### src/inc/seg_drv_pkg.sv
package seg_drv_pkg;
  // ****************************************************
  // frame layout
  // ****************************************************
  localparam int FRAME_BITS = 35;
  localparam int CHAIN_BITS = FRAME_BITS + 1;
  localparam int START_POS  = CHAIN_BITS - 1;
  localparam int BUF_DEPTH  = 2;
  localparam logic [FRAME_BITS-1:0] SEG_RESET  = 35'h0;
  localparam logic [CHAIN_BITS-1:0] CHAIN_CLEAR = 36'h0;

  typedef enum logic [1:0] {
    LINK_IDLE  = 2'b00,
    LINK_SHIFT = 2'b01,
    LINK_CLEAR = 2'b10
  } link_state_t;
endpackage

### src/inc/frame_if.sv
`timescale 1ns/1ns
interface frame_if #(
  parameter int WIDTH = 35
);
  logic [WIDTH-1:0] data;
  logic             valid;
  logic             ready;

  modport src (output data, output valid, input ready);
  modport snk (input data, input valid, output ready);
endinterface

### src/frame_buffer.sv
`timescale 1ns/1ns
module frame_buffer #(
  parameter int WIDTH = 35,
  parameter int DEPTH = 2
) (
  input  wire logic clk,
  input  wire logic reset_n,
  frame_if.snk      wr,
  frame_if.src      rd
);
  localparam int PW = (DEPTH > 1) ? $clog2(DEPTH) : 1;
  localparam logic [PW:0]   FULL_CNT = (PW+1)'(DEPTH);
  localparam logic [PW-1:0] LAST_PTR = PW'(DEPTH - 1);

  logic [WIDTH-1:0] mem_r [DEPTH];
  logic [PW-1:0]    wr_ptr_r;
  logic [PW-1:0]    rd_ptr_r;
  logic [PW:0]      count_r;
  logic             push;
  logic             pop;

  function automatic logic [PW-1:0] bump(input logic [PW-1:0] p);
    bump = (p == LAST_PTR) ? '0 : p + PW'(1);
  endfunction

  assign wr.ready = (count_r != FULL_CNT);
  assign rd.valid = (count_r != '0);
  assign rd.data  = mem_r[rd_ptr_r];
  assign push     = wr.valid && wr.ready;
  assign pop      = rd.valid && rd.ready;

  // ****************************************************
  // storage
  // ****************************************************
  always_ff @(posedge clk or negedge reset_n) begin
    if (!reset_n) begin
      for (int i = 0; i < DEPTH; i++) begin
        mem_r[i] <= '0;
      end
    end else if (push) begin
      mem_r[wr_ptr_r] <= wr.data;
    end
  end

  // ****************************************************
  // pointers and fill level
  // ****************************************************
  always_ff @(posedge clk or negedge reset_n) begin
    if (!reset_n) begin
      wr_ptr_r <= '0;
      rd_ptr_r <= '0;
      count_r  <= '0;
    end else begin
      if (push) begin
        wr_ptr_r <= bump(wr_ptr_r);
      end
      if (pop) begin
        rd_ptr_r <= bump(rd_ptr_r);
      end
      if (push && !pop) begin
        count_r <= count_r + (PW+1)'(1);
      end else if (pop && !push) begin
        count_r <= count_r - (PW+1)'(1);
      end
    end
  end
endmodule

### src/serial_led_segment_driver.sv
`timescale 1ns/1ns
// Overview of operation
// - a frame is a start bit of one followed by 35 data bits, no load line.
// - frame end is found from the start bit alone, using data and clock.
// - on the 36th clock rise all 35 bits are captured, then loaded to latches through the buffer when latch_hold is low.
// - in the low phase after the strobe every shift stage is cleared.
// - the clear spares the first stage input so frames run back to back.
// - power-up reset clears all shift stages and all output latches.
// - after reset a start bit on the first clock resumes reception.
// - the first bit after the start bit drives segment output zero.
// - a latched one switches its segment on, a zero leaves it off.
// - latches hold between transfers and change only on new values.
// - the enable variant drops the 35th output for a data-enable input.
// - outputs update only after the 36th bit is fully clocked in.
module serial_led_segment_driver #(
  parameter bit HAS_DATA_EN = 1'b0,
  parameter int FRAME_BITS  = seg_drv_pkg::FRAME_BITS,
  parameter int BUF_DEPTH   = seg_drv_pkg::BUF_DEPTH
) (
  input  wire logic                  clk,
  input  wire logic                  reset_n,
  input  wire logic                  ser_clk,
  input  wire logic                  ser_data,
  input  wire logic                  data_en,
  input  wire logic                  latch_hold,
  output logic [FRAME_BITS-1:0]      seg_on,
  output logic                       frame_busy,
  output logic                       buf_full
);
  localparam int CHAIN_BITS = FRAME_BITS + 1;

  logic                  ser_clk_r;
  logic [CHAIN_BITS-1:0] chain_r;
  logic [CHAIN_BITS-1:0] chain_nxt;
  logic [FRAME_BITS-1:0] seg_r;
  logic                  busy_r;
  logic                  full_r;
  logic                  clear_pend_r;
  logic                  rise;
  logic                  fall;
  logic                  enabled;
  logic                  take;
  logic                  done;
  logic                  strobe_r;
  logic [FRAME_BITS-1:0] frame_r;
  seg_drv_pkg::link_state_t state_r;

  frame_if #(.WIDTH(FRAME_BITS)) push_if ();
  frame_if #(.WIDTH(FRAME_BITS)) pop_if ();

  // ****************************************************
  // bit ordering and masking
  // ****************************************************
  // first arrival goes to output zero
  function automatic logic [FRAME_BITS-1:0] order_bits(
    input logic [CHAIN_BITS-1:0] c
  );
    for (int i = 0; i < FRAME_BITS; i++) begin
      order_bits[i] = c[FRAME_BITS-1-i];
    end
  endfunction

  // variant keeps its last output dark
  function automatic logic [FRAME_BITS-1:0] shown(
    input logic [FRAME_BITS-1:0] d
  );
    shown = d;
    if (HAS_DATA_EN) begin
      shown[FRAME_BITS-1] = 1'b0;
    end
  endfunction

  // ****************************************************
  // serial clock edges
  // ****************************************************
  assign rise      = ser_clk && !ser_clk_r;
  assign fall      = !ser_clk && ser_clk_r;
  assign enabled   = HAS_DATA_EN ? data_en : 1'b1;
  assign take      = rise && enabled && push_if.ready;
  assign chain_nxt = {chain_r[CHAIN_BITS-2:0], ser_data};
  // start bit reaching the top ends a frame
  assign done      = take && chain_nxt[CHAIN_BITS-1];

  always_ff @(posedge clk or negedge reset_n) begin
    if (!reset_n) begin
      ser_clk_r <= 1'b0;
    end else begin
      ser_clk_r <= ser_clk;
    end
  end

  // ****************************************************
  // shift chain
  // ****************************************************
  always_ff @(posedge clk or negedge reset_n) begin
    if (!reset_n) begin
      chain_r <= seg_drv_pkg::CHAIN_CLEAR;
    end else if (take) begin
      chain_r <= chain_nxt;
    end else if (fall && clear_pend_r) begin
      chain_r <= seg_drv_pkg::CHAIN_CLEAR;
    end
  end

  // ****************************************************
  // clear request after a transfer
  // ****************************************************
  always_ff @(posedge clk or negedge reset_n) begin
    if (!reset_n) begin
      clear_pend_r <= 1'b0;
    end else if (done) begin
      clear_pend_r <= 1'b1;
    end else if (fall) begin
      clear_pend_r <= 1'b0;
    end
  end

  // ****************************************************
  // transfer strobe and frame capture
  // ****************************************************
  always_ff @(posedge clk or negedge reset_n) begin
    if (!reset_n) begin
      strobe_r <= 1'b0;
    end else begin
      strobe_r <= done;
    end
  end

  always_ff @(posedge clk or negedge reset_n) begin
    if (!reset_n) begin
      frame_r <= seg_drv_pkg::SEG_RESET;
    end else if (done) begin
      frame_r <= order_bits(chain_nxt);
    end
  end

  // ****************************************************
  // link state
  // ****************************************************
  always_ff @(posedge clk or negedge reset_n) begin
    if (!reset_n) begin
      state_r <= seg_drv_pkg::LINK_IDLE;
    end else begin
      case (state_r)
        seg_drv_pkg::LINK_IDLE: begin
          if (take && ser_data) begin
            state_r <= seg_drv_pkg::LINK_SHIFT;
          end
        end
        seg_drv_pkg::LINK_SHIFT: begin
          if (done) begin
            state_r <= seg_drv_pkg::LINK_CLEAR;
          end
        end
        seg_drv_pkg::LINK_CLEAR: begin
          if (fall) begin
            state_r <= seg_drv_pkg::LINK_IDLE;
          end
        end
        default: state_r <= seg_drv_pkg::LINK_IDLE;
      endcase
    end
  end

  // ****************************************************
  // frame buffer
  // ****************************************************
  assign push_if.data  = frame_r;
  assign push_if.valid = strobe_r;
  assign pop_if.ready  = !latch_hold;

  frame_buffer #(
    .WIDTH (FRAME_BITS),
    .DEPTH (BUF_DEPTH)
  ) u_buf (
    .clk     (clk),
    .reset_n (reset_n),
    .wr      (push_if),
    .rd      (pop_if)
  );

  // ****************************************************
  // output latches
  // ****************************************************
  always_ff @(posedge clk or negedge reset_n) begin
    if (!reset_n) begin
      seg_r <= seg_drv_pkg::SEG_RESET;
    end else if (pop_if.valid && pop_if.ready) begin
      seg_r <= shown(pop_if.data);
    end
  end

  // ****************************************************
  // frame activity
  // ****************************************************
  always_ff @(posedge clk or negedge reset_n) begin
    if (!reset_n) begin
      busy_r <= 1'b0;
    end else begin
      busy_r <= (state_r != seg_drv_pkg::LINK_IDLE);
    end
  end

  // ****************************************************
  // buffer level
  // ****************************************************
  always_ff @(posedge clk or negedge reset_n) begin
    if (!reset_n) begin
      full_r <= 1'b0;
    end else begin
      full_r <= !push_if.ready;
    end
  end

  assign seg_on     = seg_r;
  assign frame_busy = busy_r;
  assign buf_full   = full_r;
endmodule

### config.mk
export PLATFORM = sky130hd
export DESIGN_NAME = serial_led_segment_driver
export DESIGN_NICKNAME = d
export VERILOG_FILES = /design/src/inc/seg_drv_pkg.sv /design/src/inc/frame_if.sv /design/src/frame_buffer.sv /design/src/serial_led_segment_driver.sv
export SDC_FILE = /design/constraint.sdc
export NUM_CORES = 1
export LEC_CHECK = 0
export BUFFER_PORTS_ARGS = -buffer_cell sky130_fd_sc_hd__buf_2
export CAP_MARGIN = 20
export CORE_MARGIN = 2
export CORE_UTILIZATION = 54
export CTS_CLUSTER_SIZE = 30
export DETAILED_ROUTE_END_ITERATION = 6
export GPL_ROUTABILITY_DRIVEN = 0
export GPL_TIMING_DRIVEN = 0
export HOLD_SLACK_MARGIN = 0.12
export PLACE_DENSITY = 0.84
export SYNTH_ARGS = -nofsm -noshare
export SYNTH_HDL_FRONTEND = slang
export SYNTH_SLANG_ARGS = --single-unit
### constraint.sdc
create_clock -name clk -period 1.6 [get_ports clk]
set_input_delay 0.24 -clock clk [delete_from_list [all_inputs] [get_ports clk]]
set_output_delay 0.24 -clock clk [all_outputs]
set_load 0.01 [all_outputs]
* Word level (Yosys, flattened, before mapping) *
Index checks and enable logic that the tools add are counted.

word-level totals
  register bits after elaboration = 186
  input bits = 6
  output and inout bits = 37
  word-level logic and storage cells = 71

cells by class
  add/subtract/negate cells = 4
  order comparisons = 3
  eq/ne operators = 6
  mux-type cells = 18
  bitwise operators = 2
  reductions and logical operators = 24

operator list
  operator             number
  $mux 35              6
  $bwmux 70            1
  $demux 35 s1         1
  $logic_and 1x1->1    11
  $mux 2               5
  $reduce_bool 2->1    5
  $ne 2x2->1 const B   4
  $logic_not 1->1      6
  $pmux 2 s3           1
  $ge 2x2->1 const B   2
  $mux 1               4
  $not 1->2            2
  $reduce_and 3->1     1
  $add 1x1->1 const B  2
  $add 2x1->2 const B  1
  $eq 2x1->1 const B   1
  $eq 2x2->1 const B   1
  $logic_not 2->1      1
  $lt 2x1->1 const B   1
  $sub 2x1->2 const B  1

* Longest topological paths before layout *
Gate-level depths: netlist (run 1).

  depth in word-level cells = 6
  mapped depth = 7
  depth with buffers taken out = 6

* Hierarchy *
A second synthesis (run 1) with hierarchy kept.

unflattened totals
  cell total of the unflattened synthesis = 528
  area total of the unflattened synthesis = 7833.8 sq um

modules (own cells, without submodules)
  module                     times used  cells an instance  area each (sq um)  seq. area each (sq um)
  serial_led_segment_driver  1           324                4300.4             2802.7
  frame_buffer               1           204                3533.4             1851.8

* Worst setup path before layout (run 1) *
Ideal clock, no wire load.

  path type = flip-flop to flip-flop
  start point = register u_buf.count_r[0]
  end point = register u_buf.count_r[1]
  setup time = 0.125 ns
  data arrival time = 1.591 ns
  required time = 1.475 ns
  path slack = -0.116 ns
  stages on the path, launching flop included = 7
  buffers on the path = 1
  clock period less this slack = 1.716 ns
  path through = dfrtp_1 o21bai_1 clkbuf_1 ha_1 xor2_1 nor2_1 xor2_1

between the ends
  word-level cells in the longest chain between the ends = 5
  elaborated cells between the ends (all ways) = 13
  classes of those cells = add/sub: 2; eq/ne: 1; mux: 2; reduce/logical: 8

RTL lines
  what                                                                 line                RTL
  start: declaration                                                   frame_buffer.sv:18  logic [PW:0] count_r;
  start signal: assignment                                             frame_buffer.sv:61  count_r <= count_r + (PW+1)'(1);
  start signal: assignment                                             frame_buffer.sv:63  count_r <= count_r - (PW+1)'(1);
  parallel branches: the longest is 5 deep, another holds $sub 2x1->2  n/a

Several ways; the timed one is not identified. The select of a mux whose other input is x is not followed.
A chain may end at the register's enable or synchronous reset.

* Worst setup path in the final report (run 1) *
  start point = register u_buf.count_r[0]
  end point = register frame_r[27]

between the ends
  word-level cells in the longest chain between the ends = 3

RTL lines
  what                    line                              RTL
  $ne 2x2->1              frame_buffer.sv:26                assign wr.ready = (count_r != FULL_CNT);
  $logic_and 1x1->1       serial_led_segment_driver.sv:79   assign take = rise && enabled && push_if.ready;
  $logic_and 1x1->1       serial_led_segment_driver.sv:82   assign done = take && chain_nxt[CHAIN_BITS-1];
  end signal: assignment  serial_led_segment_driver.sv:131  frame_r <= seg_drv_pkg::SEG_RESET;
  end signal: assignment  serial_led_segment_driver.sv:133  frame_r <= order_bits(chain_nxt);
  end: declaration        serial_led_segment_driver.sv:45   logic [FRAME_BITS-1:0] frame_r;

Every way passes these cells.

==> report_table.html, run 1 <==
<table>
<tr><th>Metric</th><th>Value</th></tr>
<tr><th colspan="2">Timing</th></tr>
<tr><td>Endpoints failing hold</td><td>0</td></tr>
<tr><td>Post-route fraction of the period consumed by the critical path</td><td>104%</td></tr>
<tr><td>Worst slew margin</td><td>around three fifths</td></tr>
<tr><td>Setup repair after global routing missed its margin</td><td>true</td></tr>
<tr><td>Setup-failing EPs final</td><td>slightly below 60</td></tr>
<tr><td>Least-Margin Pin Slew</td><td>0.574 ns</td></tr>
<tr><td>Final setup slack of the worst path</td><td>-0.0641 ns</td></tr>
<tr><td>Final setup TNS</td><td>-2.22 ns</td></tr>
<tr><td>Period minus WS final</td><td>~1.7 ns</td></tr>
<tr><td>Skew final</td><td>just under 0.009 ns</td></tr>
<tr><td>Highest clock rate</td><td>between 0.6 and 0.7 GHz</td></tr>
<tr><td>Final Slew Violations</td><td>0</td></tr>
<tr><th colspan="2">Cells and area</th></tr>
<tr><td># nets final</td><td>580</td></tr>
<tr><td>Final Instance Area</td><td>approximately 8800 um2</td></tr>
<tr><td>Ratio of cells with drive above 1 in the final layout</td><td>about two fifths</td></tr>
<tr><td>Multi-input logic area</td><td>2520 um2</td></tr>
<tr><td>FF+latch area</td><td>4660 um2</td></tr>
<tr><td>Antenna diode instance count</td><td>0</td></tr>
<tr><td>Synth-to-Final Area Change</td><td>23.1%</td></tr>
<tr><td>Number of fill cells in the layout</td><td>a little over 800</td></tr>
<tr><th colspan="2">Critical path</th></tr>
<tr><td>Critical path fanouts, max</td><td>10</td></tr>
<tr><td>Endpoint required time on the critical path</td><td>~1.9 ns</td></tr>
<tr><td>Cell type of the slowest stage on the worst timing path</td><td>sky130_fd_sc_hd__dfrtp_2</td></tr>
<tr><td>Delay of the slowest critical-path stage</td><td>between 0.4 and 0.5 ns</td></tr>
<tr><td>Most frequent cell on the critical path</td><td>sky130_fd_sc_hd__buf_6</td></tr>
<tr><td>Cell-by-cell listing of the critical path</td><td>nand2b_4, buf_6, nand3_1, buf_6, buf_6, mux2_2</td></tr>
<tr><td>Signal arrival time at the worst endpoint</td><td>1.97 ns</td></tr>
<tr><td>CP Capture Type</td><td>register</td></tr>
<tr><td>Critical path launch point type</td><td>register</td></tr>
<tr><td>Classification of the worst setup path</td><td>reg -&gt; reg</td></tr>
<tr><th colspan="2">Drt</th></tr>
<tr><td>Number of optimization iterations in the first detailed-route pass</td><td>4</td></tr>
<tr><td>Vias</td><td>~4400</td></tr>
<tr><td>Average routed wire per standard cell</td><td>roughly 20 um</td></tr>
<tr><td>Antenna Nets Post-Route</td><td>0</td></tr>
<tr><td>DRC</td><td>0</td></tr>
<tr><td>First-iteration detailed-routing DRC count</td><td>318</td></tr>
<tr><td>Total Routed Length</td><td>between 15 and 20 mm</td></tr>
<tr><td>Mean number of vias per cell</td><td>~5.7</td></tr>
<tr><th colspan="2">Yosys</th></tr>
<tr><td>YS warnings</td><td>0</td></tr>
<tr><td>Area share of xor/xnor cells in the synthesized design</td><td>less than 1%</td></tr>
<tr><td>Area of the mapped netlist</td><td>between 7000 and 8000 um2</td></tr>
<tr><td>Post-synthesis register bit count</td><td>around 190</td></tr>
<tr><td>Simple-gate area share of the yosys netlist</td><td>approximately 3.2%</td></tr>
<tr><td>Mean instance size in the synthesized netlist</td><td>around 15 um2</td></tr>
<tr><td>Compound-gate portion of the synthesized area</td><td>approximately 7.3%</td></tr>
<tr><td>Synthesized netlist cell count</td><td>488</td></tr>
<tr><td>Number of library cell types mapped by synthesis</td><td>27</td></tr>
<tr><td>Combinational family with the most area after synthesis</td><td>multiplexers</td></tr>
<tr><td>Mapped Nets</td><td>495</td></tr>
<tr><td>Proportion of synthesized chip area in sequential cells</td><td>roughly 65%</td></tr>
<tr><td>Arithmetic-cell share of the synthesized area counting full adders, half adders and majority gates</td><td>0.175%</td></tr>
<tr><td>Post-synthesis mux area share</td><td>21.4%</td></tr>
<tr><th colspan="2">Clock network</th></tr>
<tr><td>TritonCTS clock tree</td><td>built</td></tr>
<tr><td>Number of buffers on the longest clock path</td><td>2</td></tr>
<tr><td>H-tree lvl count</td><td>4</td></tr>
<tr><td>Clock edge transition at the registers on the reported setup and hold paths</td><td>roughly 0.07 ns</td></tr>
<tr><td>Insertion delay to the later sink of the worst-skew pair</td><td>around 0.43 ns</td></tr>
<tr><td>Number of buffers added by the clock tree synthesis step</td><td>17</td></tr>
<tr><td>Clock net sink count</td><td>186</td></tr>
<tr><td>Root cell of the clock tree</td><td>sky130_fd_sc_hd__clkbuf_16</td></tr>
<tr><th colspan="2">Job</th></tr>
<tr><td>Max-cap check violation count</td><td>0</td></tr>
<tr><th colspan="2">Pwr</th></tr>
<tr><td>Share of total power consumed by net switching</td><td>a little over a fifth</td></tr>
<tr><td>Max rail drop VDD</td><td>~0.72 mV</td></tr>
<tr><td>Sequential fraction of design power</td><td>about half</td></tr>
<tr><td>Clock power share</td><td>a little under half</td></tr>
<tr><td>Power per cell area</td><td>about 1100 nW/um2</td></tr>
<tr><td>Relative contribution of combinational cells to total power</td><td>roughly 3.1%</td></tr>
<tr><td>Net switching power</td><td>about 0.0021 W</td></tr>
<tr><td>Static leakage</td><td>~4.4 nW</td></tr>
<tr><td>Power Internal</td><td>around 0.0076 W</td></tr>
<tr><td>Total chip power</td><td>0.00971 W</td></tr>
<tr><th colspan="2">Floorplanning</th></tr>
<tr><td>Starting density of the core</td><td>approximately 55%</td></tr>
<tr><td>Chip Height</td><td>between 100 and 150 um</td></tr>
<tr><td>Die Wd</td><td>around 120 um</td></tr>
<tr><td>Die area</td><td>approximately 14000 um2</td></tr>
<tr><td>Number of placement rows</td><td>42</td></tr>
<tr><td>I/O pin count</td><td>43</td></tr>
<tr><td>Core area</td><td>about 13000 um2</td></tr>
<tr><th colspan="2">Global route</th></tr>
<tr><td>Antenna violations before repair</td><td>0</td></tr>
<tr><td>Global-route wire length before repair</td><td>23.8 mm</td></tr>
<tr><td>Remaining Overflow, GRT</td><td>0</td></tr>
<tr><td>Pin count of the biggest net entering global routing</td><td>~120</td></tr>
<tr><td>Total GRT Usage</td><td>21.8%</td></tr>
<tr><td>Vias in the first global route</td><td>around 4500</td></tr>
<tr><th colspan="2">Worst hold path</th></tr>
<tr><td>Hold Crit Class</td><td>in -&gt; reg</td></tr>
<tr><th colspan="2">Placement</th></tr>
<tr><td>Half-perimeter wire length after placement</td><td>just over 8 mm</td></tr>
<tr><td>Port bufs</td><td>between 40 and 50</td></tr>
<tr><td>Placement-stage worst setup slack</td><td>-0.622 ns</td></tr>
<tr><td>Placed inst area</td><td>between 7000 and 8000 um2</td></tr>
<tr><th colspan="2">Status</th></tr>
<tr><td>Violated checks</td><td>setup timing</td></tr>
<tr><td>Result of the run</td><td>finished, violations left</td></tr>
</table>
-- cell families (layout without fill, tap and decap cells) --
group	after synthesis	after routing
XOR/XNOR	5	5
AND/OR/NAND/NOR	50	50
multiplexers	140	140
adder cells (fa/ha/maj)	1	1
buffers and inverters	32	130
flip-flops	186	186
AO/OA/AOI/OAI	74	74
-- critical path, delay by kind of cell, from the launching register on --
kind,cells,cell delay (ns)
mux,1,0.35
buf+inv,3,0.44
flops,1,0.41
simple gates,2,0.34
-- synth_stat cells --
library cell | number | area, um2
sky130_fd_sc_hd__buf_2 | 14 | 70.1
sky130_fd_sc_hd__buf_4 | 1 | 7.51
sky130_fd_sc_hd__mux2_1 | 1 | 11.3
sky130_fd_sc_hd__nor2_1 | 1 | 3.75
sky130_fd_sc_hd__nand3_2 | 1 | 10.0
sky130_fd_sc_hd__xnor2_1 | 2 | 17.5
sky130_fd_sc_hd__nand2b_1 | 2 | 12.5
sky130_fd_sc_hd__buf_6 | 3 | 33.8
sky130_fd_sc_hd__nand3_1 | 2 | 10.0
sky130_fd_sc_hd__nor3b_4 | 1 | 18.8
sky130_fd_sc_hd__a22o_1 | 35 | 307
sky130_fd_sc_hd__ha_1 | 1 | 12.5
sky130_fd_sc_hd__inv_2 | 1 | 3.75
sky130_fd_sc_hd__o2bb2ai_1 | 2 | 17.5
sky130_fd_sc_hd__dfrtp_1 | 186 | 4650
sky130_fd_sc_hd__o21ai_0 | 35 | 175
sky130_fd_sc_hd__mux2i_1 | 35 | 350
sky130_fd_sc_hd__and2_1 | 2 | 12.5
sky130_fd_sc_hd__nor2b_1 | 2 | 12.5
sky130_fd_sc_hd__mux2_2 | 104 | 1170
sky130_fd_sc_hd__inv_1 | 2 | 7.51
sky130_fd_sc_hd__nand2_1 | 38 | 143
sky130_fd_sc_hd__o21bai_1 | 1 | 7.51
sky130_fd_sc_hd__xor2_1 | 3 | 26.3
sky130_fd_sc_hd__or2_2 | 1 | 6.26
sky130_fd_sc_hd__clkbuf_1 | 11 | 41.3
sky130_fd_sc_hd__a2bb2oi_2 | 1 | 15.0
-- timing repair --
| item | 4_1_cts | 5_1_grt |
|---|---|---|
| setup buffers | 10 | 9 |
| pin swaps | 3 | 5 |
| hold buffers | 3 | 0 |
| setup endpoints to repair | 161 | 154 |
| gates resized for setup | 50 | 52 |
| gates cloned | 0 | 3 |
| endpoints found under the hold margin | 68 | 0 |
-- sequential cells by signal, summed over array words and instances, names as in the netlist --
| register | flops |
|---|---|
| push_if.valid | 1 |
| ser_clk_r | 1 |
| u_buf.wr_ptr_r | 1 |
| frame_busy | 1 |
| u_buf.rd_ptr_r | 1 |
| state_r | 2 |
| seg_on | 35 |
| chain_r | 35 |
| clear_pend_r | 1 |
| u_buf.count_r | 2 |
| frame_r | 35 |
| buf_full | 1 |
| u_buf.mem_r | 70 |
-- cells in the final DEF, fill, tap and decap left out, types with 3 or more instances in the layout --
master                          count
sky130_fd_sc_hd__clkbuf_2           3
sky130_fd_sc_hd__clkbuf_16         18
sky130_fd_sc_hd__mux2_2            74
sky130_fd_sc_hd__buf_2             46
sky130_fd_sc_hd__clkinv_4           3
sky130_fd_sc_hd__bufinv_16          4
sky130_fd_sc_hd__buf_12             5
sky130_fd_sc_hd__nand2_1           38
sky130_fd_sc_hd__a22o_1            35
sky130_fd_sc_hd__dlygate4sd3_1      3
sky130_fd_sc_hd__buf_6             14
sky130_fd_sc_hd__buf_4             17
sky130_fd_sc_hd__o21ai_0           35
sky130_fd_sc_hd__mux2i_1           35
sky130_fd_sc_hd__dfrtp_1          184
sky130_fd_sc_hd__mux2_4            31
sky130_fd_sc_hd__inv_6              3
-- cell type report --
type | count | share of cell area (%)
plain buffers | 28 | 3.07
clock buffers | 19 | 5.14
clock inverters | 13 | 2.16
inverters | 3 | 0.156
multi-input cells | 270 | 28.6
flip-flops and latches | 186 | 52.8
well taps | 176 | 2.50
repair buffers | 67 | 5.58
-- routing by layer --
| metal | track usage, % | vias up | share of wire (%) | wire [um] |
|---|---|---|---|---|
| met1 | 29.5 | 2312 | 43 | 6550 |
| met2 | 35.0 | 124 | 50 | 7570 |
| met3 | 5.03 | 26 | 4.2 | 634 |
| met5 | 0 | - | 0 | 0 |
| met4 | 7.59 | 0 | 2.1 | 323 |
| li1 | - | 1902 | - | - |
-- final timing paths --
| check | cells past startpoint | start | to | slack [ns] |
|---|---|---|---|---|
| min in group asynchronous | 2 | reset_n | u_buf.count_r[0] | 0.34 |
| max in group asynchronous | 3 | reset_n | seg_on[15] | 0.34 |
| min | 4 | ser_clk | state_r[0] | 0.28 |
| min reg2reg | 2 | seg_on[16] | seg_on[16] | 0.47 |
| max | 6 | u_buf.count_r[0] | frame_r[27] | -0.06 |
| max reg2reg | 6 | u_buf.count_r[0] | frame_r[27] | -0.06 |
-- power by group through the flow --
stage | Clock, W | Sequential [W] | Combinational [W]
after detailed placement | 0 | 0.00496 | 0.000259
final | 0.00453 | 0.00488 | 0.000300
after CTS | 0.00454 | 0.00488 | 0.000273
after global placement | 0 | 0.00495 | 0.000234
after floorplan | 0 | 0.00493 | 0.000119
after global routing | 0.00475 | 0.00489 | 0.000337
-- metrics by stage --
stage	hold WS, ns	cells	utilization [%]
global placement	0.376	705	58.1
finish	0.281	762	67.4
global route	0.294	762	67.4
CTS	0.243	750	65.4
detailed placement	0.214	706	58.4
floorplan	-0.0556	488	-
Note: power is estimated with default switching activity, not from simulation.
==> run 2, diff against run 1 <==
CELL_PAD_IN_SITES_DETAIL_PLACEMENT = 0   (was default)
CELL_PAD_IN_SITES_GLOBAL_PLACEMENT = 1   (was default)
CORE_UTILIZATION = 46   (was 54)
PLACE_DENSITY = 0.85   (was 0.84)
==> report_table.html, run 2 (same netlist as run 1, synthesis figures left out) <==
<table>
<tr><th>Metric</th><th>Value</th></tr>
<tr><th colspan="2">Floorplanning</th></tr>
<tr><td>Die area</td><td>roughly 17000 um2</td></tr>
<tr><td>Chip Height</td><td>~130 um</td></tr>
<tr><td>Starting density of the core</td><td>47.1%</td></tr>
<tr><td>Number of placement rows</td><td>between 40 and 50</td></tr>
<tr><td>Die Wd</td><td>approximately 130 um</td></tr>
<tr><td>Core area</td><td>15200 um2</td></tr>
<tr><td>I/O pin count</td><td>43</td></tr>
<tr><th colspan="2">Global route</th></tr>
<tr><td>Antenna violations before repair</td><td>0</td></tr>
<tr><td>Pin count of the biggest net entering global routing</td><td>about 110</td></tr>
<tr><td>Vias in the first global route</td><td>roughly 4500</td></tr>
<tr><td>Remaining Overflow, GRT</td><td>0</td></tr>
<tr><td>GRT met3 Usage</td><td>under 10%</td></tr>
<tr><td>GR peak layer</td><td>met2</td></tr>
<tr><td>Global-route wire length before repair</td><td>between 20 and 25 mm</td></tr>
<tr><td>Global-route track usage on met2</td><td>28.5%</td></tr>
<tr><td>Total GRT Usage</td><td>between 15 and 20%</td></tr>
<tr><td>Met1 usage</td><td>23.3%</td></tr>
<tr><th colspan="2">Cells and area</th></tr>
<tr><td>Ratio of cells with drive above 1 in the final layout</td><td>39.2%</td></tr>
<tr><td># nets final</td><td>570</td></tr>
<tr><td>Most common library cell in the layout ignoring fill and taps</td><td>sky130_fd_sc_hd__dfrtp_1</td></tr>
<tr><td>Highest-count cells in the layout ignoring fill and taps</td><td>sky130_fd_sc_hd__dfrtp_1, sky130_fd_sc_hd__mux2_2, sky130_fd_sc_hd__buf_2</td></tr>
<tr><td>Synth-to-Final Area Change</td><td>20.7%</td></tr>
<tr><td>Max FFs per register</td><td>70</td></tr>
<tr><td>Register ranked first by flip-flop count</td><td>u_buf.mem_r</td></tr>
<tr><td>Antenna diode instance count</td><td>0</td></tr>
<tr><th colspan="2">Timing</th></tr>
<tr><td>Period minus WS final</td><td>roughly 1.7 ns</td></tr>
<tr><td>Final setup slack of the worst path</td><td>-0.0784 ns</td></tr>
<tr><td>Setup-failing EPs final</td><td>slightly above 80</td></tr>
<tr><td>Setup repair after global routing missed its margin</td><td>true</td></tr>
<tr><td>Skew final</td><td>a little over 0.008 ns</td></tr>
<tr><td>Worst slew margin</td><td>between 40% and 50%</td></tr>
<tr><td>Worst slack on hold paths</td><td>between 0.15 and 0.2 ns</td></tr>
<tr><td>Highest clock rate</td><td>approximately 0.6 GHz</td></tr>
<tr><td>Final Slew Violations</td><td>0</td></tr>
<tr><td>Post-route fraction of the period consumed by the critical path</td><td>105%</td></tr>
<tr><td>Least-Margin Pin Slew</td><td>between 0.7 and 0.8 ns</td></tr>
<tr><td>Endpoints failing hold</td><td>0</td></tr>
<tr><th colspan="2">Drt</th></tr>
<tr><td>Vias</td><td>4082</td></tr>
<tr><td>Average routed wire per standard cell</td><td>17.2 um</td></tr>
<tr><td>Mean number of vias per cell</td><td>between 5 and 6</td></tr>
<tr><td>Antenna Nets Post-Route</td><td>0</td></tr>
<tr><td>DRC</td><td>0</td></tr>
<tr><td>Number of optimization iterations in the first detailed-route pass</td><td>4</td></tr>
<tr><td>Total Routed Length</td><td>13.1 mm</td></tr>
<tr><td>First-iteration detailed-routing DRC count</td><td>between 300 and 400</td></tr>
<tr><th colspan="2">Pwr</th></tr>
<tr><td>Max rail drop VDD</td><td>0.876 mV</td></tr>
<tr><td>Static leakage</td><td>4.26 nW</td></tr>
<tr><td>Power per cell area</td><td>roughly 1100 nW/um2</td></tr>
<tr><th colspan="2">Job</th></tr>
<tr><td>Max-cap check violation count</td><td>0</td></tr>
<tr><th colspan="2">Worst hold path</th></tr>
<tr><td>Hold Crit Class</td><td>in -&gt; reg</td></tr>
<tr><th colspan="2">Status</th></tr>
<tr><td>Result of the run</td><td>finished, violations left</td></tr>
<tr><td>Violated checks</td><td>setup timing</td></tr>
<tr><th colspan="2">Critical path</th></tr>
<tr><td>Critical path fanouts, max</td><td>10</td></tr>
<tr><td>Signal arrival time at the worst endpoint</td><td>between 1.5 and 2 ns</td></tr>
<tr><td>Setup slack of the worst register-to-register path</td><td>-0.08 ns</td></tr>
<tr><td>Endpoint required time on the critical path</td><td>approximately 1.9 ns</td></tr>
<tr><td>Depth of the worst register-to-register path</td><td>7</td></tr>
<tr><td>Reg2Reg Launch Point</td><td>u_buf.count_r[1]</td></tr>
<tr><td>CP Capture Type</td><td>register</td></tr>
<tr><td>Critical path launch point type</td><td>register</td></tr>
<tr><td>Classification of the worst setup path</td><td>reg -&gt; reg</td></tr>
<tr><td>Worst setup path start</td><td>u_buf.count_r[1]</td></tr>
<tr><td>Critical R2R Capture</td><td>u_buf.mem_r[41]</td></tr>
<tr><td>End of the critical path</td><td>u_buf.mem_r[41]</td></tr>
<tr><th colspan="2">Clock network</th></tr>
<tr><td>Insertion delay to the later sink of the worst-skew pair</td><td>0.42 ns</td></tr>
<tr><td>Clock net sink count</td><td>between 150 and 200</td></tr>
<tr><td>Clock edge transition at the registers on the reported setup and hold paths</td><td>approximately 0.070 ns</td></tr>
<tr><td>TritonCTS clock tree</td><td>built</td></tr>
<tr><td>Number of buffers added by the clock tree synthesis step</td><td>17</td></tr>
<tr><td>H-tree lvl count</td><td>4</td></tr>
<tr><td>Root cell of the clock tree</td><td>sky130_fd_sc_hd__clkbuf_16</td></tr>
<tr><td>Number of buffers on the longest clock path</td><td>2</td></tr>
<tr><th colspan="2">Placement</th></tr>
<tr><td>Half-perimeter wire length after placement</td><td>around 8.2 mm</td></tr>
<tr><td>Port bufs</td><td>slightly above 40</td></tr>
<tr><td>Placement-stage worst setup slack</td><td>-0.522 ns</td></tr>
</table>
-- run 2: cell count changes in the layout (fill, tap and decap cells not counted), moves of 2 or more --
cell and delta:
sky130_fd_sc_hd__and2_4 -2, sky130_fd_sc_hd__buf_6 -3, sky130_fd_sc_hd__inv_6 -3, sky130_fd_sc_hd__bufinv_16 -3, sky130_fd_sc_hd__buf_4 -7, sky130_fd_sc_hd__clkbuf_8 +2, sky130_fd_sc_hd__clkinvlp_4 +4
-- run 2: worst min-delay path by stage --
stage | start | end | slack [ns] | depth (start not counted)
3_3_place_gp | ser_clk | ser_clk_r | 0.38 | 1
4_1_cts | latch_hold | seg_on[34] | 0.16 | 3
2_1_floorplan | reset_n | buf_full | -0.06 | 0
5_1_grt | latch_hold | seg_on[34] | 0.23 | 3
3_5_place_dp | reset_n | u_buf.count_r[0] | 0.34 | 1
6_report | latch_hold | seg_on[34] | 0.19 | 3
-- run 2: area by class of cell --
type                       instances  area, um2
timing repair buffer              59        427
sequential                       186       4660
multi-input combinational        270       2490
clock inverter                     9       90.1
tap                              188        235
fill                            1205       6560
clock buffer                      23        488
inverter                           3       13.8
buffer                            26        243
-- run 2: power by group --
part	switching (W)	total, W	internal, W
Combinational	0.000161	0.000274	0.000113
Sequential	0.0000787	0.00487	0.00480
Clock	0.00172	0.00403	0.00231
Total	0.00196	0.00918	0.00722
-- run 2: per-stage QoR --
stage / area (um2) / total power [W] / cells / setup TNS (ns) / utilization, %
final: 8640 / 0.00918 / 764 / -3.25 / 56.8
after global routing: 8640 / 0.00951 / 764 / -8.16 / 56.8
after CTS: 8550 / 0.00925 / 763 / -5.84 / 56.2
after detailed placement: 7650 / 0.00522 / 718 / -27.95 / 50.3
after global placement: 7610 / 0.00519 / 717 / -470.47 / 50.1
after floorplan: 7170 / 0.00505 / 488 / -2.19 / -
-- run 2: repair_timing --
item,4_1_cts,5_1_grt
hold endpoints to repair,108,0
buffers inserted,11,3
hold buffers,3,0
gates cloned,0,0
pin swaps,2,5
resized for setup,54,26
endpoints found under the setup margin,161,157
-- run 2: critical path, stage by stage (launching register included) --
cell and delay (ns):
sky130_fd_sc_hd__dfrtp_1 0.42, sky130_fd_sc_hd__nand2b_1 0.10, sky130_fd_sc_hd__buf_6 0.14, sky130_fd_sc_hd__inv_4 0.04, sky130_fd_sc_hd__nor3b_4 0.20, sky130_fd_sc_hd__buf_12 0.17, sky130_fd_sc_hd__buf_12 0.15, sky130_fd_sc_hd__mux2_2 0.33
-- run 2: layer usage --
layer / vias up / routed length [um] / share of wire [%]
li1: 1884 / - / -
met1: 2127 / 6050 / 46
met5: - / 0 / 0
met4: 0 / 187 / 1.4
met3: 13 / 352 / 2.7
met2: 58 / 6520 / 50
